$ cat src/rtl/cqsf_params.svh
`ifndef CQSF_PARAMS_SVH
`define CQSF_PARAMS_SVH

// register indices; byte address is four times the index
`define CQSF_IDX_EDGE_RELOAD  8'hA3
`define CQSF_IDX_STATUS_FILT  8'hA4
`define CQSF_IDX_CC2_LOW      8'hA6
`define CQSF_IDX_CC2_HIGH     8'hA7
`define CQSF_IDX_MODE         8'hB8
`define CQSF_IDX_IRQ_MASK     8'hB9
`define CQSF_IDX_PCNT_LOW     8'hBA
`define CQSF_IDX_PCNT_HIGH    8'hBB

// status/filter register fields
`define CQSF_FILT_LSB         3
`define CQSF_FLAG_LSB         0
// mode register fields
`define CQSF_MODE_QEI_BIT     0
`define CQSF_MODE_CMP_BIT     1
`define CQSF_MODE_DIR_BIT     2

// edge selector codes
`define CQSF_EDGE_RISE        2'b00
`define CQSF_EDGE_FALL        2'b01
`define CQSF_EDGE_BOTH        2'b10
// reload source codes
`define CQSF_RLD_T3           2'b00
`define CQSF_RLD_CAP0         2'b01
`define CQSF_RLD_CAP1         2'b10
`define CQSF_RLD_CAP2         2'b11

// reset values and the full-scale word
`define CQSF_RST_BYTE         8'h00
`define CQSF_RST_WORD         16'h0000
`define CQSF_WORD_MAX         16'hFFFF

// filter: cycles an input must hold before it is accepted, and the width of its counter
`define CQSF_FILT_CYCLES      4
`define CQSF_FILT_CW          4

`endif

$ cat src/rtl/cqsf_pkg.sv
`include "cqsf_params.svh"

package cqsf_pkg;

    typedef logic [`CQSF_FILT_CW-1:0] cqsf_fcnt_t;

    // all state of the capture / decoder block
    typedef struct packed {
        logic [2:0]       sync1;
        logic [2:0]       sync2;
        logic [2:0]       filt;
        cqsf_fcnt_t [2:0] fcnt;
        logic [2:0]       prev;
        logic [7:0]       edge_reload;
        logic [2:0]       filt_en;
        logic [2:0]       flags;
        logic [15:0]      cc2;
        logic             qei_mode;
        logic             cmp_mode;
        logic             dir;
        logic [2:0]       mask;
        logic [15:0]      tbase;
        logic [15:0]      pcnt;
        logic [31:0]      prdata;
        logic             pready;
        logic             pslverr;
        logic             irq;
    } cqsf_state_t;

endpackage

$ cat src/rtl/cqsf_capture_qei.sv
// Our own choice: the APB register port.
`timescale 1ns/1ps
`include "cqsf_params.svh"
module cqsf_capture_qei #(
    parameter int FILT_CYCLES = `CQSF_FILT_CYCLES
) (
    input  wire logic        pclk,
    input  wire logic        presetn,
    input  wire logic        psel,
    input  wire logic        penable,
    input  wire logic        pwrite,
    input  wire logic [11:0] paddr,
    input  wire logic [31:0] pwdata,
    input  wire logic [3:0]  pstrb,
    output logic      [31:0] prdata,
    output logic             pready,
    output logic             pslverr,
    input  wire logic [2:0]  cap_in,
    input  wire logic        t3_overflow,
    output logic             irq
);

    initial begin
        if (FILT_CYCLES < 1 || FILT_CYCLES >= (1 << `CQSF_FILT_CW)) begin
            $error("FILT_CYCLES out of range");
        end
    end

    localparam logic [`CQSF_FILT_CW-1:0] FLIM =
        (`CQSF_FILT_CW)'(FILT_CYCLES - 1);

    cqsf_pkg::cqsf_state_t st;
    cqsf_pkg::cqsf_state_t next_st;

    logic [2:0]  ev;
    logic        reload;
    logic        dir_chg;
    logic        wrap;
    logic [2:0]  clr;
    logic        wr_en;
    logic [7:0]  idx;
    logic [15:0] top;

    always_comb begin
        logic       step;
        logic       up;
        logic [1:0] sel;
        logic [7:0] rd;
        logic       hit;
        step    = 1'b0;
        up      = 1'b0;
        sel     = 2'b00;
        rd      = `CQSF_RST_BYTE;
        hit     = 1'b1;
        next_st = st;
        idx     = paddr[9:2];
        wr_en   = psel && penable && st.pready && pwrite && pstrb[0]
                  && !st.pslverr;

        // two-flop synchroniser, then optional stability filter
        next_st.sync1 = cap_in;
        next_st.sync2 = st.sync1;
        for (int i = 0; i < 3; i++) begin
            if (!st.filt_en[i] || st.sync2[i] == st.filt[i]) begin
                next_st.filt[i] = st.sync2[i];
                next_st.fcnt[i] = '0;
            end else if (st.fcnt[i] == FLIM) begin
                next_st.filt[i] = st.sync2[i];
                next_st.fcnt[i] = '0;
            end else begin
                next_st.fcnt[i] = st.fcnt[i] + 1'b1;
            end
        end
        next_st.prev = st.filt;

        // edge detection per channel; reserved code never fires
        for (int i = 0; i < 3; i++) begin
            sel = st.edge_reload[2*i+3 -: 2];
            unique case (sel)
                `CQSF_EDGE_RISE: ev[i] = st.filt[i] && !st.prev[i];
                `CQSF_EDGE_FALL: ev[i] = !st.filt[i] && st.prev[i];
                `CQSF_EDGE_BOTH: ev[i] = st.filt[i] != st.prev[i];
                default:         ev[i] = 1'b0;
            endcase
        end

        // reload source for the capture time base
        unique case (st.edge_reload[1:0])
            `CQSF_RLD_T3:   reload = t3_overflow;
            `CQSF_RLD_CAP0: reload = ev[0];
            `CQSF_RLD_CAP1: reload = ev[1];
            default:        reload = ev[2];
        endcase
        next_st.tbase = reload ? `CQSF_RST_WORD : st.tbase + 16'h0001;

        // quadrature decode on channels 0 (A) and 1 (B)
        step = (st.filt[0] != st.prev[0]) ^ (st.filt[1] != st.prev[1]);
        up   = st.prev[0] ^ st.filt[1];
        top  = st.cmp_mode ? st.cc2 : `CQSF_WORD_MAX;
        dir_chg = st.qei_mode && step && (up != st.dir);
        wrap    = 1'b0;
        if (st.qei_mode && step) begin
            next_st.dir = up;
            if (up) begin
                wrap         = st.pcnt == top;
                next_st.pcnt = wrap ? `CQSF_RST_WORD : st.pcnt + 16'h0001;
            end else begin
                wrap         = st.pcnt == `CQSF_RST_WORD;
                next_st.pcnt = wrap ? top : st.pcnt - 16'h0001;
            end
        end

        // register writes
        clr = 3'b000;
        if (wr_en) begin
            unique case (idx)
                `CQSF_IDX_EDGE_RELOAD: next_st.edge_reload = pwdata[7:0];
                `CQSF_IDX_STATUS_FILT: begin
                    next_st.filt_en = pwdata[`CQSF_FILT_LSB +: 3];
                    clr = pwdata[`CQSF_FLAG_LSB +: 3];
                end
                `CQSF_IDX_CC2_LOW:  next_st.cc2[7:0]  = pwdata[7:0];
                `CQSF_IDX_CC2_HIGH: next_st.cc2[15:8] = pwdata[7:0];
                `CQSF_IDX_MODE: begin
                    next_st.qei_mode = pwdata[`CQSF_MODE_QEI_BIT];
                    next_st.cmp_mode = pwdata[`CQSF_MODE_CMP_BIT];
                end
                `CQSF_IDX_IRQ_MASK: next_st.mask = pwdata[2:0];
                default: ;
            endcase
        end

        // capture 2 result; a capture beats a software write
        if (!st.qei_mode && ev[2]) begin
            next_st.cc2 = st.tbase;
        end

        // sticky flags: clear first, then events set (set wins)
        next_st.flags = st.flags & ~clr;
        if (ev[2]) begin
            next_st.flags[2] = 1'b1;
        end
        if (st.qei_mode) begin
            if (dir_chg) begin
                next_st.flags[1] = 1'b1;
            end
            if (wrap) begin
                next_st.flags[0] = 1'b1;
            end
        end else begin
            if (ev[1]) begin
                next_st.flags[1] = 1'b1;
            end
            if (ev[0]) begin
                next_st.flags[0] = 1'b1;
            end
        end
        next_st.irq = |(next_st.flags & next_st.mask);

        // apb: answer in the first access cycle, data prepared at setup
        next_st.pready  = psel && !penable;
        next_st.pslverr = 1'b0;
        if (psel && !penable) begin
            unique case (idx)
                `CQSF_IDX_EDGE_RELOAD: rd = st.edge_reload;
                `CQSF_IDX_STATUS_FILT: rd = {2'b00, st.filt_en, st.flags};
                `CQSF_IDX_CC2_LOW:     rd = st.cc2[7:0];
                `CQSF_IDX_CC2_HIGH:    rd = st.cc2[15:8];
                `CQSF_IDX_MODE:
                    rd = {5'b00000, st.dir, st.cmp_mode, st.qei_mode};
                `CQSF_IDX_IRQ_MASK:    rd = {5'b00000, st.mask};
                `CQSF_IDX_PCNT_LOW:    rd = st.pcnt[7:0];
                `CQSF_IDX_PCNT_HIGH:   rd = st.pcnt[15:8];
                default:               hit = 1'b0;
            endcase
            // unaligned or unmapped address answers with an error
            next_st.pslverr = !hit || (paddr[1:0] != 2'b00)
                              || (paddr[11:10] != 2'b00);
            next_st.prdata  = {24'h00_0000, rd};
        end
    end

    // counter snapshot state is lost on reset by design: software re-arms
    always_ff @(posedge pclk or negedge presetn) begin
        if (!presetn) begin
            st <= '0;
        end else begin
            st <= next_st;
        end
    end

    assign prdata  = st.prdata;
    assign pready  = st.pready;
    assign pslverr = st.pslverr;
    assign irq     = st.irq;
endmodule

$ cat config.mk
export PLATFORM = sky130hd
export DESIGN_NAME = cqsf_capture_qei
export DESIGN_NICKNAME = d
export VERILOG_FILES = /design/src/rtl/cqsf_pkg.sv /design/src/rtl/cqsf_capture_qei.sv
export VERILOG_INCLUDE_DIRS = /design/src /design/src/rtl
export SDC_FILE = /design/constraint.sdc
export NUM_CORES = 1
export LEC_CHECK = 0
export ABC_AREA = 0
export BUFFER_PORTS_ARGS = -buffer_cell sky130_fd_sc_hd__buf_2
export CORE_AREA = 2 2 143 145
export DETAILED_ROUTE_END_ITERATION = 6
export DIE_AREA = 0 0 145 147
export MAX_ROUTING_LAYER = met4
export PLACE_DENSITY = 0.6
export SLEW_MARGIN = 10
export SYNTH_ARGS = -nofsm -noshare
export SYNTH_HDL_FRONTEND = slang
export SYNTH_SLANG_ARGS = --single-unit
$ cat constraint.sdc
create_clock -name pclk -period 3.8 [get_ports pclk]
set_input_delay 0.38 -clock pclk [delete_from_list [all_inputs] [get_ports pclk]]
set_output_delay 0.38 -clock pclk [all_outputs]
set_load 0.02 [all_outputs]
* Word level (Yosys, flattened, before mapping)
Index checks and enable logic that the tools add are counted.
** Word-level totals
- Input port bits :: 57
- Output and inout bits :: 35
- Flip-flop bits (word level) :: 103
- Logic and storage cells :: 157
** Operators by class
- Equal/unequal tests :: 27
- $add $sub $neg :: 6
- Bitwise operators :: 5
- Multiplexer cells :: 42
- Reduce and logical (&&, ||, !) cells :: 53
** Operators with widths (count)
- 2-to-1 mux 16 bit :: 6
- == test 8 bit (second input constant) :: 8
- case mux 8 bit (8 select lines) :: 1
- adder 16 x 1 -> 16 bit (second input constant) :: 2
- 2-to-1 mux 4 bit :: 6
- 2-to-1 mux 18 bit :: 1
- == test 16 bit :: 1
- logical NOT 16 bit :: 1
- 2-to-1 mux 1 bit :: 16
- 2-to-1 mux 8 bit :: 2
- nonzero test 2 bit :: 8
- subtractor 16 x 1 -> 16 bit (second input constant) :: 1
- logical AND 1 bit :: 15
- logical NOT 1 bit :: 13
- adder 4 x 1 -> 4 bit (second input constant) :: 3
- == test 4 x 2 -> 1 bit (second input constant) :: 3
- 2-to-1 mux 3 bit :: 4
- case mux 1 bit (3 select lines) :: 4
- AND reduction 2 bit :: 5
- == test 2 x 1 -> 1 bit (second input constant) :: 4
- == test 2 bit (second input constant) :: 4
- logical NOT 2 bit :: 4
- OR reduction 8 bit :: 1
- AND 3 bit :: 2
- 7 further kinds :: 18

* Longest topological paths before layout
- Depth in word-level cells :: 12
- Depth in mapped cells :: 10
- Mapped depth without buffers :: 8

* Worst setup path before layout
Ideal clock, no wire load.
- Kind :: register -> register
- Start point :: register st[43] (netlist bit)
- End point :: register st[43] (netlist bit)
- Required time :: 3664 ps
- Stages on the path, launching flop included :: 9
- Path slack :: 1153 ps
- Period minus slack after synthesis :: 2647 ps
- Library setup time :: 136 ps
- Arrival time :: 2511 ps
- Cell sequence :: dfrtp_1 > or4_4 > or4_1 > buf_2 > or4_1 > clkbuf_2 > buf_6 > o311ai_1 > nand3_1
** On the way
- Cells in the longest elaborated chain, start to end :: 3
- Elaborated cells on any way between the ends :: 7
- Classes of those cells :: add/sub (2); eq/ne (1); mux (3); reduce/logical (1)
** Ends and longest elaborated chain
- from (decl) :: line cqsf_capture_qei.sv:32 : cqsf_pkg::cqsf_state_t st;
- from (signal assigned) :: line cqsf_capture_qei.sv:188 : st <= next_st;
- subtractor 16 x 1 -> 16 bit (tied with other cells) :: line cqsf_capture_qei.sv:109 : next_st.pcnt = wrap ? top : st.pcnt - 16'h0001;
- 2-to-1 mux 16 bit, on equally long branches :: line cqsf_capture_qei.sv:109, cqsf_capture_qei.sv:106
- 2-to-1 mux 16 bit * :: line cqsf_capture_qei.sv:104 : if (up) begin
Mark *: on every way between the ends. The rest lies on a longest branch, timed or not.
A chain may end at the register's enable or synchronous reset.

* Worst setup path in the final report
- Start point :: register st[71] (netlist bit)
- End point :: register st[37] (netlist bit)
** On the way
- Cells in the longest elaborated chain, start to end :: 4
- Elaborated cells on any way between the ends :: 5
- Classes of those cells :: eq/ne (1); mux (4)
** Ends and longest elaborated chain
- 2-to-1 mux 16 bit (no source line) *
- == test 16 bit :: line cqsf_capture_qei.sv:105 : wrap = st.pcnt == top;
- 2-to-1 mux 16 bit :: line cqsf_capture_qei.sv:106 : next_st.pcnt = wrap ? `CQSF_RST_WORD : st.pcnt + 16'h0001;
- 2-to-1 mux 16 bit * :: line cqsf_capture_qei.sv:104
Marks and branches as above.

==> results.md <==
* CTS tree: built
* CP bufs+invs at 1
* Crit. End Element: register
* Final Hold Fails at 0
* CP Launch Type: register
* Design Area, Final at about 7000 um^2
* Hold Crit Class: input port to async pin
* Root Driver: clkbuf_16
* Peak Freq at ~310 MHz
* First-pass GRT wire length at 27700 um
* Met1 Track Usage GR at 0.229
* WS Path Type: register to register
* Cts hold-fix bufs at 0
* Overall power at roughly 0.0024 W
* Async SR Flop Fraction at 1.00
* Fin. max-slew vios at 0
* Mapped Cells at approximately 710
* Total CTS buffers at 9
* Vias in the first global route at around 4.9k
* Period Utilization, post-route at 0.836
* Peak per-stage delay on the critical path at around 0.89 ns
* # diodes at 0
* Relative slew margins at 0.349
* WL final at roughly 17000 um
* Sequential power share at 0.489
* Grt met3 use at 0.0354
* Switch share at 0.261
* Drt wl/cell at approximately 17 um
* Top Family by Delay on Critical Path: simple AND/OR/NAND/NOR gates
* Drt initial violations at 520
* Layout area overhead at 10.3%
* Pin count of the biggest net entering global routing at approximately 60
* Worst slew pin tran at roughly 0.97 ns
* Filler instances at roughly 2k
* Area of the die at between 20000 and 25000 um^2
* CTS Buffer Depth at 2
* Post-synth top flop: dfrtp_1
* Port bufs at 40
* Clock power share at 0.420
* Initial Utilization at 0.322
* # DRC at 0
* EDFF count, synth at 0
* Clk sink count at roughly 100
* Crit path time final at about 3.2 ns
* HPWL after detailed placement at 12200 um
* Library cells used by synthesis at between 60 and 70
* Rows at 52
* Most frequent cells in the layout: dfrtp_1 (103), nand2_1 (72), nor2_1 (67)
* Seq/Total Area, Yosys at 0.403
* Routability cong. at slightly below 0.9
* # setup viols final at 0
* Slowest-stage cell, CP: or4_1
* Initial antenna violation count at 0
* Synth Warn # at 0
* Commonest non-fill, non-tap cell in the layout: dfrtp_1
* Combinational share of power at 0.091
* Max FO, Critical Path at 21
* Mapped Area at 6390 um^2
* Cell breakdown of the critical path: inv_1 -> nor4_1 -> o32ai_1 -> or4_1 -> nand3_1 -> o221ai_1
* Die X at around 150 um
* Layout cells sized above 1 at 0.143
* Gr usage total at 0.167
* Core area at between 15000 and 20000 um^2
* Clk pin slew, worst setup/hold paths at roughly 0.070 ns
* Final ANT Viol Nets at 0
* Cell-internal power at roughly 0.0018 W
* Net Switching at 0.000633 W
* Status: finished clean
* Worst EP arrival at 3.39 ns
* Max IR drop VDD at 0.327 mV
* Final #Nets at slightly below 800
* Worst Skew at approximately 0.0098 ns
* Clock Latency Late Sink at 0.36 ns
* DRT Pass-1 Iters at 5
* Routed via count at ~5.3k
* CP Data Required Time at around 4 ns
* Routed vias/inst at around 5.3
* #FFs+latches synth at 103
* Leakage power at a little over 3 nW
* Area post-placement at ~6700 um^2
* RSZ-0062 raised after global routing: false
* Post-CTS Setup Repair Bufs at 0
* TNS Setup at 0 ns
* CTS H-tree lvls at 3
* Die Y-Extent at 147 um
* Max-Cap Viols at 0
* Layer with the highest usage: met2
* # resized after CTS at 0
* Syn Area/Cell at approximately 9.0 um^2
* IO Pins at just over 90
* Power Dens Cells at 344 nW/um^2
* Grt total ovfl at 0
* GR Layer Usage met2 at 0.259
==> worst paths after layout <==
kind,end,cells after the start,slack (ns),from
max in group asynchronous,st[56],2,2.85,presetn
setup reg to reg,st[37],6,0.62,st[71]
hold / removal,st[40],1,0.10,presetn
setup / recovery,st[37],6,0.62,st[71]
hold reg to reg,st[123],0,0.35,next_st[123]
min in group pclk,next_st[121],1,0.13,cap_in[0]
==> metal layers <==
metal / up-vias / part of all wire
met3: 12 / 0.066
met5: - / 0
met2: 195 / 0.47
met4: 0 / 0.0089
met1: 2547 / 0.45
li1: 2499 / -
==> logic make-up (layout without fill, tap and decap cells) <==
group | Yosys count | in the layout | synth area share
multiplexers | 45 | 45 | 0.0814
other | 1 | 24 | 0.000587
adder cells (fa/ha/maj) | 13 | 13 | 0.0254
AND/OR/NAND/NOR | 265 | 265 | 0.208
AO/OA/AOI/OAI | 134 | 134 | 0.140
XOR/XNOR | 44 | 44 | 0.0603
buffers and inverters | 102 | 100 | 0.0810
flip-flops | 103 | 103 | 0.403
==> power groups by stage <==
stage / registers (W) / logic, W / clock network, W
after floorplan: 0.00118 / 0.000162 / 0
after global placement: 0.00121 / 0.000218 / 0
after detailed placement: 0.00121 / 0.000221 / 0
after CTS: 0.00118 / 0.000221 / 0.00105
after global routing: 0.00119 / 0.000249 / 0.00109
final: 0.00119 / 0.000220 / 0.00102
==> final cells by class <==
type                            count  area, um^2  share of cell area
Clock buffer                       11         233              0.0330
Clock inverter                      5        88.8              0.0126
Inverter                           28         105              0.0149
Multi-Input combinational cell    525        3380               0.480
Sequential cell                   103        2580               0.366
Tap cell                          270         338              0.0479
Timing Repair Buffer               56         323              0.0458
==> flip-flops by register name, summed over array words and instances, names as in the netlist <==
signal and count:
irq 1, next_st 6, prdata 8, pready 1
pslverr 1, st 86
==> through the flow <==
stage / instances / util / hold slack (ns) / worst slack (ns)
2_1_floorplan: 730 / - / 0.0844 / 1.15
3_3_place_gp: 982 / 0.339 / 0.335 / 0.696
3_5_place_dp: 982 / 0.339 / 0.337 / 0.657
4_1_cts: 998 / 0.355 / 0.110 / 0.640
5_1_grt: 998 / 0.355 / 0.102 / 0.348
6_report: 998 / 0.355 / 0.100 / 0.623
==> Yosys cell counts (17+ instances only) <==
| master | count | area (um^2) |
|---|---|---|
| dfrtp_1 | 103 | 2580 |
| xnor2_1 | 17 | 149 |
| xor2_1 | 27 | 236 |
| clkbuf_1 | 32 | 120 |
| o21ai_0 | 30 | 150 |
| inv_1 | 28 | 105 |
| nand2_1 | 72 | 270 |
| nor2_1 | 67 | 251 |
| buf_4 | 33 | 248 |
| nand3_1 | 26 | 130 |
| mux2i_1 | 25 | 250 |
| a21oi_1 | 37 | 185 |
Note: power is estimated with default switching activity, not from simulation.
